[src/hdl/mcr_pkg.sv]
/*
  Package for the multiply-accumulate result path: command and answer
  carriers, mode codes, flag encodings and the register map of the
  AXI4-Lite window. Assumes a 32-bit AXI4-Lite bus and one clock.
*/
package mcr_pkg;

  // ----------------------------------------------------------------
  // Coprocessor command kinds and mode codes
  // ----------------------------------------------------------------
  typedef enum logic [1:0] {
    MCR_CMD_MODE_WRITE,
    MCR_CMD_INIT_LOAD,
    MCR_CMD_ARG_XFER,
    MCR_CMD_NONE
  } mcr_cmd_kind_type;

  localparam logic [3:0] MCR_OP_CLEAR   = 4'h0;
  localparam logic [3:0] MCR_OP_INIT16  = 4'h1;
  localparam logic [3:0] MCR_OP_INIT32  = 4'h2;
  localparam logic [3:0] MCR_OP_READ    = 4'h3;
  localparam logic [3:0] MCR_OP_MAC_U   = 4'h6;
  localparam logic [3:0] MCR_OP_MAC_S   = 4'h7;
  localparam logic [3:0] MCR_OP_INIT_B  = 4'ha;
  localparam int         MCR_MODE_W     = 7;
  localparam int         MCR_OP_MSB     = 3;
  localparam int         MCR_OUT_LSB    = 4;
  localparam logic [6:0] MCR_MODE_RESET = 7'h00;

  // Flags ordered C, V, Z, N
  localparam logic [3:0] MCR_FLAGS_OVF  = 4'h4;
  localparam logic [3:0] MCR_FLAGS_NONE = 4'h0;

  // ----------------------------------------------------------------
  // Carriers
  // ----------------------------------------------------------------
  typedef struct packed {
    mcr_cmd_kind_type kind;
    logic [15:0]      op_a;
    logic [15:0]      op_b;
  } mcr_cmd_type;

  typedef struct packed {
    logic [15:0] data;
    logic [3:0]  flags;
  } mcr_rsp_type;

  // ----------------------------------------------------------------
  // AXI4-Lite register map
  // ----------------------------------------------------------------
  localparam logic [7:0] MCR_ADDR_STATUS = 8'h00;
  localparam logic [7:0] MCR_ADDR_MASK   = 8'h04;
  localparam logic [7:0] MCR_ADDR_MODE   = 8'h08;
  localparam logic [7:0] MCR_ADDR_RES_A  = 8'h0c;
  localparam logic [7:0] MCR_ADDR_RES_B  = 8'h10;
  localparam logic [7:0] MCR_ADDR_FLAG   = 8'h14;
  localparam int         MCR_ST_OVF      = 0;
  localparam int         MCR_ST_ACC      = 1;
  localparam int         MCR_ST_W        = 2;
  localparam logic [1:0] MCR_RESP_OKAY   = 2'h0;
  localparam logic [1:0] MCR_RESP_DECERR = 2'h3;

endpackage : mcr_pkg

[src/hdl/mcr_result_path.sv]
/*
  Multiply-accumulate result path of the arithmetic coprocessor: two
  32-bit result registers, mode register, overflow flag, result readout,
  plus an AXI4-Lite window with sticky status and one interrupt.
  Assumes the CPU core issues at most one coprocessor command per clock
  and takes the answer one clock later; one clock, synchronous reset.
*/
`timescale 1ns/1ps

// Operation
// - MAC mode adds the 16x16 product into result A, 32 bits.
// - A coprocessor write of mode 0x00 clears both result registers at once.
// - Mode 0x01 load puts 16-bit value low, clears upper half.
// - Mode 0x02 load puts first operand high, second operand low.
// - 0x06 unsigned, 0x07 signed accumulate; output code picks half.
// - Accumulate flags are 0b0100 on overflow, else zero.
// - Overflow only detected in signed accumulate mode.
// - Overflow when like-signed addends give opposite-signed sum.
// - An overflowing accumulate step leaves result A unchanged.
// - Overflow clears on clean accumulate or non-read transfer or load.
// - Each transfer returns one selected 16-bit half plus flags.
// - Read mode 0x03/0x13/0x23/0x33 returns A low/high, B low/high.
// - Read transfers give zero flags and change no result register.
// - Result registers keep their value until overwritten.
// - Seven-bit mode: bits 5:4 output select, 3:0 operation.
module mcr_result_path (
  // Clock and reset
  input  wire logic                aclk,
  input  wire logic                aresetn,
  // Coprocessor command port
  input  wire logic                cop_valid,
  input  wire mcr_pkg::mcr_cmd_type cop_cmd,
  output      logic                cop_ans_valid,
  output      mcr_pkg::mcr_rsp_type cop_ans,
  // AXI4-Lite write channels
  input  wire logic                s_axi_awvalid,
  output      logic                s_axi_awready,
  input  wire logic [7:0]          s_axi_awaddr,
  input  wire logic                s_axi_wvalid,
  output      logic                s_axi_wready,
  input  wire logic [31:0]         s_axi_wdata,
  input  wire logic [3:0]          s_axi_wstrb,
  output      logic                s_axi_bvalid,
  input  wire logic                s_axi_bready,
  output      logic [1:0]          s_axi_bresp,
  // AXI4-Lite read channels
  input  wire logic                s_axi_arvalid,
  output      logic                s_axi_arready,
  input  wire logic [7:0]          s_axi_araddr,
  output      logic                s_axi_rvalid,
  input  wire logic                s_axi_rready,
  output      logic [31:0]         s_axi_rdata,
  output      logic [1:0]          s_axi_rresp,
  // Interrupt
  output      logic                irq
);

  // ----------------------------------------------------------------
  // Declarations
  // ----------------------------------------------------------------
  logic [6:0]  mode_reg;
  logic [31:0] res_a_reg;
  logic [31:0] res_b_reg;
  logic        ovf_reg;
  logic [1:0]  status_reg;
  logic [1:0]  mask_reg;
  logic        aw_got_reg;
  logic        w_got_reg;
  logic [7:0]  awaddr_reg;
  logic [31:0] wdata_reg;
  logic        wstrb0_reg;
  logic [3:0]  op;
  logic [1:0]  out_sel;
  logic        is_mode, is_load, is_arg, is_mac;
  logic [31:0] prod_u, prod_s, prod, sum;
  logic        ovf_now;
  logic [31:0] res_a_next, res_b_next;
  logic        wr_fire;
  logic [1:0]  status_next;
  logic [1:0]  w1c;

  assign op      = mode_reg[mcr_pkg::MCR_OP_MSB:0];
  assign out_sel = mode_reg[mcr_pkg::MCR_OUT_LSB+1:mcr_pkg::MCR_OUT_LSB];
  assign is_mode = cop_valid && cop_cmd.kind == mcr_pkg::MCR_CMD_MODE_WRITE;
  assign is_load = cop_valid && cop_cmd.kind == mcr_pkg::MCR_CMD_INIT_LOAD;
  assign is_arg  = cop_valid && cop_cmd.kind == mcr_pkg::MCR_CMD_ARG_XFER;
  assign is_mac  = op == mcr_pkg::MCR_OP_MAC_U || op == mcr_pkg::MCR_OP_MAC_S;

  // ----------------------------------------------------------------
  // Accumulate datapath
  // ----------------------------------------------------------------
  // Operands are taken as 16-bit values, immediates pre-extended by the CPU
  assign prod_u = {16'h0000, cop_cmd.op_a} * {16'h0000, cop_cmd.op_b};
  assign prod_s = $signed({{16{cop_cmd.op_a[15]}}, cop_cmd.op_a}) *
                  $signed({{16{cop_cmd.op_b[15]}}, cop_cmd.op_b});
  assign prod   = (op == mcr_pkg::MCR_OP_MAC_S) ? prod_s : prod_u;
  assign sum    = res_a_reg + prod;

  // Signed overflow only: like signs in, other sign out
  assign ovf_now = (op == mcr_pkg::MCR_OP_MAC_S) &&
                   ((!prod[31] && !res_a_reg[31] && sum[31]) ||
                    (prod[31] && res_a_reg[31] && !sum[31]));

  // Next result values; everything not named here keeps its value
  always_comb
  begin
    res_a_next = res_a_reg;
    res_b_next = res_b_reg;
    if (is_mode && cop_cmd.op_a[mcr_pkg::MCR_OP_MSB:0] == mcr_pkg::MCR_OP_CLEAR)
    begin
      res_a_next = 32'h0000_0000;
      res_b_next = 32'h0000_0000;
    end
    else if (is_load)
    begin
      case (op)
        mcr_pkg::MCR_OP_INIT16: res_a_next = {16'h0000, cop_cmd.op_b};
        mcr_pkg::MCR_OP_INIT32: res_a_next = {cop_cmd.op_a, cop_cmd.op_b};
        mcr_pkg::MCR_OP_INIT_B: res_b_next = {cop_cmd.op_a, cop_cmd.op_b};
        default:                res_a_next = res_a_reg;
      endcase
    end
    // An overflowing step leaves the old result in place
    else if (is_arg && is_mac && !ovf_now)
    begin
      res_a_next = sum;
    end
  end

  // ----------------------------------------------------------------
  // Coprocessor state: mode, results, overflow
  // ----------------------------------------------------------------
  // Mode register; a coprocessor write beats a bus write in the same cycle
  always_ff @(posedge aclk)
  begin
    if (!aresetn)
      mode_reg <= mcr_pkg::MCR_MODE_RESET;
    else if (is_mode)
      mode_reg <= cop_cmd.op_a[6:0];
    else if (wr_fire && awaddr_reg == mcr_pkg::MCR_ADDR_MODE && wstrb0_reg)
      mode_reg <= wdata_reg[6:0];
  end

  // Result registers
  always_ff @(posedge aclk)
  begin
    if (!aresetn)
    begin
      res_a_reg <= 32'h0000_0000;
      res_b_reg <= 32'h0000_0000;
    end
    else
    begin
      res_a_reg <= res_a_next;
      res_b_reg <= res_b_next;
    end
  end

  // Overflow flag; read mode leaves it alone
  always_ff @(posedge aclk)
  begin
    if (!aresetn)
      ovf_reg <= 1'b0;
    else if (is_arg && is_mac)
      ovf_reg <= ovf_now;
    else if ((is_arg || is_load) && op != mcr_pkg::MCR_OP_READ)
      ovf_reg <= 1'b0;
  end

  // Answer: selected half of the updated registers plus flags
  always_ff @(posedge aclk)
  begin
    if (!aresetn)
    begin
      cop_ans_valid <= 1'b0;
      cop_ans       <= '0;
    end
    else
    begin
      cop_ans_valid <= is_arg;
      if (is_arg)
      begin
        case (out_sel)
          2'h0:    cop_ans.data <= res_a_next[15:0];
          2'h1:    cop_ans.data <= res_a_next[31:16];
          2'h2:    cop_ans.data <= res_b_next[15:0];
          default: cop_ans.data <= res_b_next[31:16];
        endcase
        cop_ans.flags <= (is_mac && ovf_now) ? mcr_pkg::MCR_FLAGS_OVF
                                             : mcr_pkg::MCR_FLAGS_NONE;
      end
    end
  end

  // ----------------------------------------------------------------
  // Status, mask and interrupt
  // ----------------------------------------------------------------
  assign w1c = (wr_fire && awaddr_reg == mcr_pkg::MCR_ADDR_STATUS && wstrb0_reg)
               ? wdata_reg[1:0] : 2'b00;
  // Set beats clear so an event in the clearing cycle survives
  assign status_next = (status_reg & ~w1c) |
                       {is_arg && is_mac, is_arg && is_mac && ovf_now};

  always_ff @(posedge aclk)
  begin
    if (!aresetn)
    begin
      status_reg <= 2'b00;
      mask_reg   <= 2'b00;
      irq        <= 1'b0;
    end
    else
    begin
      status_reg <= status_next;
      if (wr_fire && awaddr_reg == mcr_pkg::MCR_ADDR_MASK && wstrb0_reg)
        mask_reg <= wdata_reg[1:0];
      irq <= |(status_next & mask_reg);
    end
  end

  // ----------------------------------------------------------------
  // AXI4-Lite slave
  // ----------------------------------------------------------------
  assign wr_fire = aw_got_reg && w_got_reg && !s_axi_bvalid;

  // Address and data are taken in either order and held until the response
  always_ff @(posedge aclk)
  begin
    if (!aresetn)
    begin
      aw_got_reg    <= 1'b0;
      w_got_reg     <= 1'b0;
      awaddr_reg    <= 8'h00;
      wdata_reg     <= 32'h0000_0000;
      wstrb0_reg    <= 1'b0;
      s_axi_awready <= 1'b1;
      s_axi_wready  <= 1'b1;
      s_axi_bvalid  <= 1'b0;
      s_axi_bresp   <= mcr_pkg::MCR_RESP_OKAY;
    end
    else
    begin
      if (s_axi_awvalid && s_axi_awready)
      begin
        aw_got_reg    <= 1'b1;
        awaddr_reg    <= s_axi_awaddr;
        s_axi_awready <= 1'b0;
      end
      if (s_axi_wvalid && s_axi_wready)
      begin
        w_got_reg    <= 1'b1;
        wdata_reg    <= s_axi_wdata;
        wstrb0_reg   <= s_axi_wstrb[0];
        s_axi_wready <= 1'b0;
      end
      if (wr_fire)
      begin
        s_axi_bvalid <= 1'b1;
        s_axi_bresp  <= (awaddr_reg > mcr_pkg::MCR_ADDR_FLAG || awaddr_reg[1:0] != 2'b00)
                        ? mcr_pkg::MCR_RESP_DECERR : mcr_pkg::MCR_RESP_OKAY;
      end
      if (s_axi_bvalid && s_axi_bready)
      begin
        s_axi_bvalid  <= 1'b0;
        aw_got_reg    <= 1'b0;
        w_got_reg     <= 1'b0;
        s_axi_awready <= 1'b1;
        s_axi_wready  <= 1'b1;
      end
    end
  end

  // Read path answers one cycle after the address is taken
  always_ff @(posedge aclk)
  begin
    if (!aresetn)
    begin
      s_axi_arready <= 1'b1;
      s_axi_rvalid  <= 1'b0;
      s_axi_rdata   <= 32'h0000_0000;
      s_axi_rresp   <= mcr_pkg::MCR_RESP_OKAY;
    end
    else if (s_axi_arvalid && s_axi_arready)
    begin
      s_axi_arready <= 1'b0;
      s_axi_rvalid  <= 1'b1;
      s_axi_rresp   <= mcr_pkg::MCR_RESP_OKAY;
      case (s_axi_araddr)
        mcr_pkg::MCR_ADDR_STATUS: s_axi_rdata <= {30'h0, status_reg};
        mcr_pkg::MCR_ADDR_MASK:   s_axi_rdata <= {30'h0, mask_reg};
        mcr_pkg::MCR_ADDR_MODE:   s_axi_rdata <= {25'h0, mode_reg};
        mcr_pkg::MCR_ADDR_RES_A:  s_axi_rdata <= res_a_reg;
        mcr_pkg::MCR_ADDR_RES_B:  s_axi_rdata <= res_b_reg;
        mcr_pkg::MCR_ADDR_FLAG:   s_axi_rdata <= {31'h0, ovf_reg};
        default:
        begin
          s_axi_rdata <= 32'h0000_0000;
          s_axi_rresp <= mcr_pkg::MCR_RESP_DECERR;
        end
      endcase
    end
    else if (s_axi_rvalid && s_axi_rready)
    begin
      s_axi_rvalid  <= 1'b0;
      s_axi_arready <= 1'b1;
    end
  end
endmodule : mcr_result_path

[config.mk]
export PLATFORM = sky130hd
export DESIGN_NAME = mcr_result_path
export DESIGN_NICKNAME = d
export VERILOG_FILES = /design/src/hdl/mcr_pkg.sv /design/src/hdl/mcr_result_path.sv
export SDC_FILE = /design/constraint.sdc
export NUM_CORES = 1
export LEC_CHECK = 0
export BUFFER_PORTS_ARGS = -buffer_cell sky130_fd_sc_hd__buf_2
export CORE_ASPECT_RATIO = 0.6
export CORE_MARGIN = 4
export CORE_UTILIZATION = 64
export CTS_CLUSTER_DIAMETER = 40
export DETAILED_ROUTE_END_ITERATION = 10
export GPL_TIMING_DRIVEN = 0
export PLACE_DENSITY = 0.84
export SYNTH_ARGS = -nofsm -noshare
export SYNTH_HDL_FRONTEND = slang
export SYNTH_SLANG_ARGS = --single-unit
[constraint.sdc]
create_clock -name aclk -period 13.45 [get_ports aclk]
set_clock_uncertainty 0.05 [all_clocks]
set_input_delay 1.345 -clock aclk [delete_from_list [all_inputs] [get_ports aclk]]
set_output_delay 1.345 -clock aclk [all_outputs]
set_load 0.05 [all_outputs]
==> results.cfg, run 1 <==
[status]
status = complete, no violations

[synthesis]
avgSynthCellArea_um2 = 8.55
ys.flop_type = dfxtp_1
synth_edf_count = 0
syn_inst = 2724
ys_warn_count = 0
postSynth.asyncResetShare_pct = 0
synth_cell_types = 91
yosysSeqAreaShare_pct = 13.1
ys_seq_elements = 152
syn-cell-area_mm2 = 0.0233

[grt]
antenna_found_initial = 6
grt_pass1_wl_um = 129000
grt_pass1_vias = 21900
grt_max_degree = 17
grtUsageMet3_pct = 21.5
grt_use_met2_pct = 59.1
gr-usage-all-layers_pct = 43.7
gr-total-overflow = 0
top_usage_layer = met1
grtUsageMet1_pct = 61.7

[route]
wl_per_cell_um = 25.5
drtAntennaViolNets = 0
drt_first_pass_iters = 8
wirelength_um = 85300
drt-initial-drc-count = 2873
dr_total_vias = 21200
drcViolationCount = 0
viasPerCell = 6.35

[critical_path]
path_class = in -> reg
crit_buf_inv = 7
cp_slowest_cell = clkdlybuf4s15_1
end_kind = flip-flop
slowest_delay_ps = 900
crit_required_ps = 13710
crit_family = compound AO/OA/AOI/OAI gates
cp.arrival_ps = 13540
path_common_cell = fa_1
worstSetupStartpointType = input pin
cp_max_fo = 10

[clocking]
cts_max_path_buffers = 2
htreeDepth = 4
cts_hold_buf = 0
ctsRootBufferMaster = clkbuf_16
post_cts_buffers = 0
numClockSinks = 152
cts_buffers = 17
clkSlewWorstSetupHoldPaths_ps = 70
clock_latency_ps = 450
cts_tree = yes

[placement]
hpwl_um = 70600
numPortBuffers = 113
dpl_worst_slack_ps = 169
place_area_mm2 = 0.0245
place.gp.congestion = 1.04

[timing]
slew_viol_final = 0
setup_viol = 0
worst_slew_pin_slew_ps = 1220
fmax_mhz = 75.3
relSlewSlack_pct = 18.3
fin_crit_ps = 13280
fin_crit_sh_pct = 98.7
tns_ps = 0
hold_violations = 0
fin_hold_ws_ps = 403
setup_slack_ps = 172
rsz0062_at_grt = no

[finish]
drive_above_1_share_pct = 6.66
final_common_cell = inv_1
layout.cell_area.non_filler_mm2 = 0.0251
nFillCells = 2762
area_growth_pct = 7.75
layout.nets = 3500
multiInputGateArea_mm2 = 0.0179
seqCellArea_mm2 = 0.00304
mostFrequentLayoutCells = inv_1 (483), fa_1 (365), nand2_1 (272), ha_1 (187), nor2_1 (174)

[floorplanning]
fp.dieH_um = 156
dieArea_mm2 = 0.0396
initial_core_util_pct = 65.6
io_pins = 157
core_mm2 = 0.0355
die_x_um = 254
rows = 53

[run]
drv_cap = 0

[min_path]
holdCritPathClass = reg -> reg
worst paths after layout:
kind / slack, ps / start / depth (start not counted) / endpoint
max: 170 / cop_cmd[24] / 36 / cop_ans[18]$_SDFFE_PN0P_
min: 400 / cop_ans[15]$_SDFFE_PN0P_ / 2 / cop_ans[15]$_SDFFE_PN0P_
max reg2reg: 6500 / mode_reg[1]$_SDFFE_PN0P_ / 20 / cop_ans[18]$_SDFFE_PN0P_
min reg2reg: 400 / cop_ans[15]$_SDFFE_PN0P_ / 2 / cop_ans[15]$_SDFFE_PN0P_
metal layers:
layer  routed length, um  share of wire (%)  up-vias
met1               34900                 41    10400
met5                 205               0.24        -
met3               14100                 17      237
met2               33300                 39     1465
met4                2760                3.2       12
li1                    -                  -     9099
synth_stat cells (all sizes together), types with 27 or more instances:
| library cell | instances | area share [%] |
|---|---|---|
| inv | 484 | 7.8 |
| fa | 365 | 31 |
| nand3 | 31 | 0.67 |
| nor2 | 176 | 2.9 |
| xor2 | 34 | 1.3 |
| dfxtp | 152 | 13 |
| nor3 | 64 | 1.4 |
| a21oi | 147 | 3.2 |
| and2 | 129 | 3.5 |
| clkbuf | 112 | 1.8 |
| nand2b | 27 | 0.73 |
| xnor2 | 49 | 1.8 |
| a21o | 35 | 1.1 |
| nand2 | 275 | 4.5 |
| ha | 187 | 10 |
| o21ai | 90 | 1.9 |
| mux2i | 47 | 2.0 |
| a221oi | 31 | 1.2 |
logic make-up (layout without fill, tap and decap cells):
| family | count (synthesis) | count (layout) | synth area share, % |
|---|---|---|---|
| multiplexers | 52 | 52 | 2.37 |
| AO/OA/AOI/OAI | 474 | 474 | 13.6 |
| XOR/XNOR | 83 | 83 | 3.12 |
| buffers and inverters | 619 | 759 | 10.1 |
| other | 1 | 14 | 0.0161 |
| adder cells (fa/ha/maj) | 552 | 552 | 41.4 |
| AND/OR/NAND/NOR | 791 | 791 | 16.3 |
| flip-flops | 152 | 152 | 13.1 |
stage by stage:
step                utilization, %  std cells
floorplan                        -       2726
global placement              68.9       3306
CTS                           70.6       3338
global route                  70.7       3333
detailed placement            68.9       3307
finish                        70.7       3344
cell type report:
cell class,count,area share [%]
antenna,11,0.110
buffer,129,2.09
clock buffer,20,1.74
clock inverter,11,0.688
inverter,485,7.26
multi-input combinational,1955,71.4
sequential,152,12.1
tap,467,2.33
timing repair buffer,114,2.27
tightest hold or removal path: stages (launching register included):
cell,delay (ps)
dfxtp_1,320
nand2_1,50
o21ai_1,50
timing repair:
item                       in CTS  in global routing
hold endpoints to repair        0                  0
gates resized for setup         0                  4
setup endpoints to repair       0                  5
Power of run 1 is not shown: default switching activity piles up to over one toggle a cycle in this logic, so the estimate is an artifact.
==> run 2: changes to the inputs <==
--- a/config.mk
+++ b/config.mk
@@ -8,11 +8,10 @@
 export BUFFER_PORTS_ARGS = -buffer_cell sky130_fd_sc_hd__buf_2
 export CORE_ASPECT_RATIO = 0.6
 export CORE_MARGIN = 4
-export CORE_UTILIZATION = 64
+export CORE_UTILIZATION = 25
 export CTS_CLUSTER_DIAMETER = 40
 export DETAILED_ROUTE_END_ITERATION = 10
 export GPL_TIMING_DRIVEN = 0
-export PLACE_DENSITY = 0.84
 export SYNTH_ARGS = -nofsm -noshare
 export SYNTH_HDL_FRONTEND = slang
 export SYNTH_SLANG_ARGS = --single-unit
==> run 2 against run 1 <==
  * Die area increased by 150%
  * Final area increased by 3.9%
  * Maximum frequency increased by 1.5%
  * Wire length increased by 3.6%
  * Non-clock buffer count decreased by 5
  * Largest cell class unchanged
  * Highest routed layer is now met4
==> results.cfg, run 2 (synthesis results as in run 1) <==
[status]
status = complete, no violations

[floorplanning]
rows = 86
dieArea_mm2 = 0.0983
initial_core_util_pct = 25.3
io_pins = 157
die_x_um = 402
core_mm2 = 0.0921
fp.dieH_um = 244

[route]
wl_met3_um = 13300
viasPerCell = 4.92
drt-initial-drc-count = 2320
wl_met2_um = 29900
dr_total_vias = 20200
drtAntennaViolNets = 0
wirelength_um = 88400
top_layer = met4
drcViolationCount = 0
wl_met1_um = 44500
wl_per_cell_um = 21.6
drt_first_pass_iters = 5

[placement]
numPortBuffers = 113
hpwl_um = 76200
dp_cells = 4071
place.gp.congestion = 1.01

[timing]
fin_crit_sh_pct = 97.2
slew_viol_final = 0
setup_viol = 0
rsz0062_at_grt = no
relSlewSlack_pct = 12.4
fin_crit_ps = 13080
fmax_mhz = 76.5
hold_violations = 0
worst_slew_pin_slew_ps = 1310

[critical_path]
rrSetupSlack_ps = 6380
r2r-start = mode_reg[1]$_SDFFE_PN0P_
worstSetupStartpoint = cop_cmd[7]
cp_slowest_cell = clkdlybuf4s15_1
path_common_cell = fa_1
end_kind = flip-flop
crit_required_ps = 13780
cp_max_fo = 10
cp.arrival_ps = 13400
r2r_end = cop_ans[16]$_SDFFE_PN0P_
reg2reg_depth = 19
path_class = in -> reg
worstSetupStartpointType = input pin
slowest_delay_ps = 910

[clocking]
clock_latency_ps = 450
numClockSinks = 152
cts_max_path_buffers = 2
ctsRootBufferMaster = clkbuf_16
post_cts_buffers = 0
clkSlewWorstSetupHoldPaths_ps = 60
cts_buffers = 17
htreeDepth = 4
cts_tree = yes

[grt]
gr-usage-all-layers_pct = 18.0
grt_max_degree = 17
grt_pass1_vias = 19800
gr-total-overflow = 0
antenna_found_initial = 7
grt_pass1_wl_um = 133000

[finish]
area_growth_pct = 12.0
finalNonFillerCells = 4100
drive_above_1_share_pct = 6.99
final_common_cell = inv_1
mostFrequentLayoutCells = inv_1 (483), fa_1 (365), nand2_1 (272), ha_1 (187), nor2_1 (174)
layout.nets = 3495

[min_path]
holdCritPathClass = reg -> reg
worstHoldEndpoint = wdata_reg[2]$_SDFFE_PN0P_
min_from = wdata_reg[2]$_SDFFE_PN0P_
holdPathStages = 2

[run]
drv_cap = 0
==> run 2: worst max path at each step <==
stage                                     to  slack [ps]
finish              cop_ans[16]$_SDFFE_PN0P_         370
detailed placement   cop_ans[9]$_SDFFE_PN0P_        -340
floorplan            cop_ans[6]$_SDFFE_PN0P_        3360
CTS                 cop_ans[16]$_SDFFE_PN0P_          70
global route        cop_ans[18]$_SDFFE_PN0P_          20
global placement    cop_ans[16]$_SDFFE_PN0P_        -300
==> run 2: area by class of cell <==
| type | count | area (um2) |
|---|---|---|
| clock inverters | 12 | 188 |
| multi-input cells | 1955 | 17900 |
| diodes | 6 | 15.0 |
| fillers | 9989 | 66000 |
| inverters | 485 | 1820 |
| well taps | 1232 | 1540 |
| flip-flops and latches | 152 | 3040 |
| repair buffers | 114 | 571 |
| plain buffers | 124 | 524 |
| clock buffers | 20 | 457 |
==> run 2: timing repair <==
action                                  4_1_cts  5_1_grt
endpoints found under the setup margin        0       21
hold buffers                                  0        0
resized for setup                             0       24
hold endpoints to repair                      0        0
==> run 2: worst max-delay path, delay by kind of cell <==
kind / cells / cell delay (ps)
adder cells (fa/ha/maj): 8 / 3680
AO/OA/AOI/OAI: 9 / 3350
AND/OR/NAND/NOR: 12 / 2460
buffers and inverters: 6 / 2120
multiplexers: 1 / 380
==> run 2: layer usage <==
metal  up-vias  global-route usage, %
met5         -                      0
li1       9056                      -
met2      1032                   21.4
met3        52                   7.95
met1     10000                   29.3
met4         0                   1.83
==> run 2: stage by stage <==
stage / TNS (ps) / setup WS, ps / area [um2] / hold slack, ps / util [%]
3_3_place_gp: -660 / -304 / 25400 / 397 / 27.6
4_1_cts: 0 / 66.2 / 26000 / 406 / 28.3
3_5_place_dp: -892 / -343 / 25400 / 397 / 27.6
6_report: 0 / 373 / 26100 / 407 / 28.3
5_1_grt: 0 / 22.0 / 26100 / 427 / 28.3
2_1_floorplan: 0 / 3360 / 23300 / 386 / -
Power of run 2 is left out for the same reason.
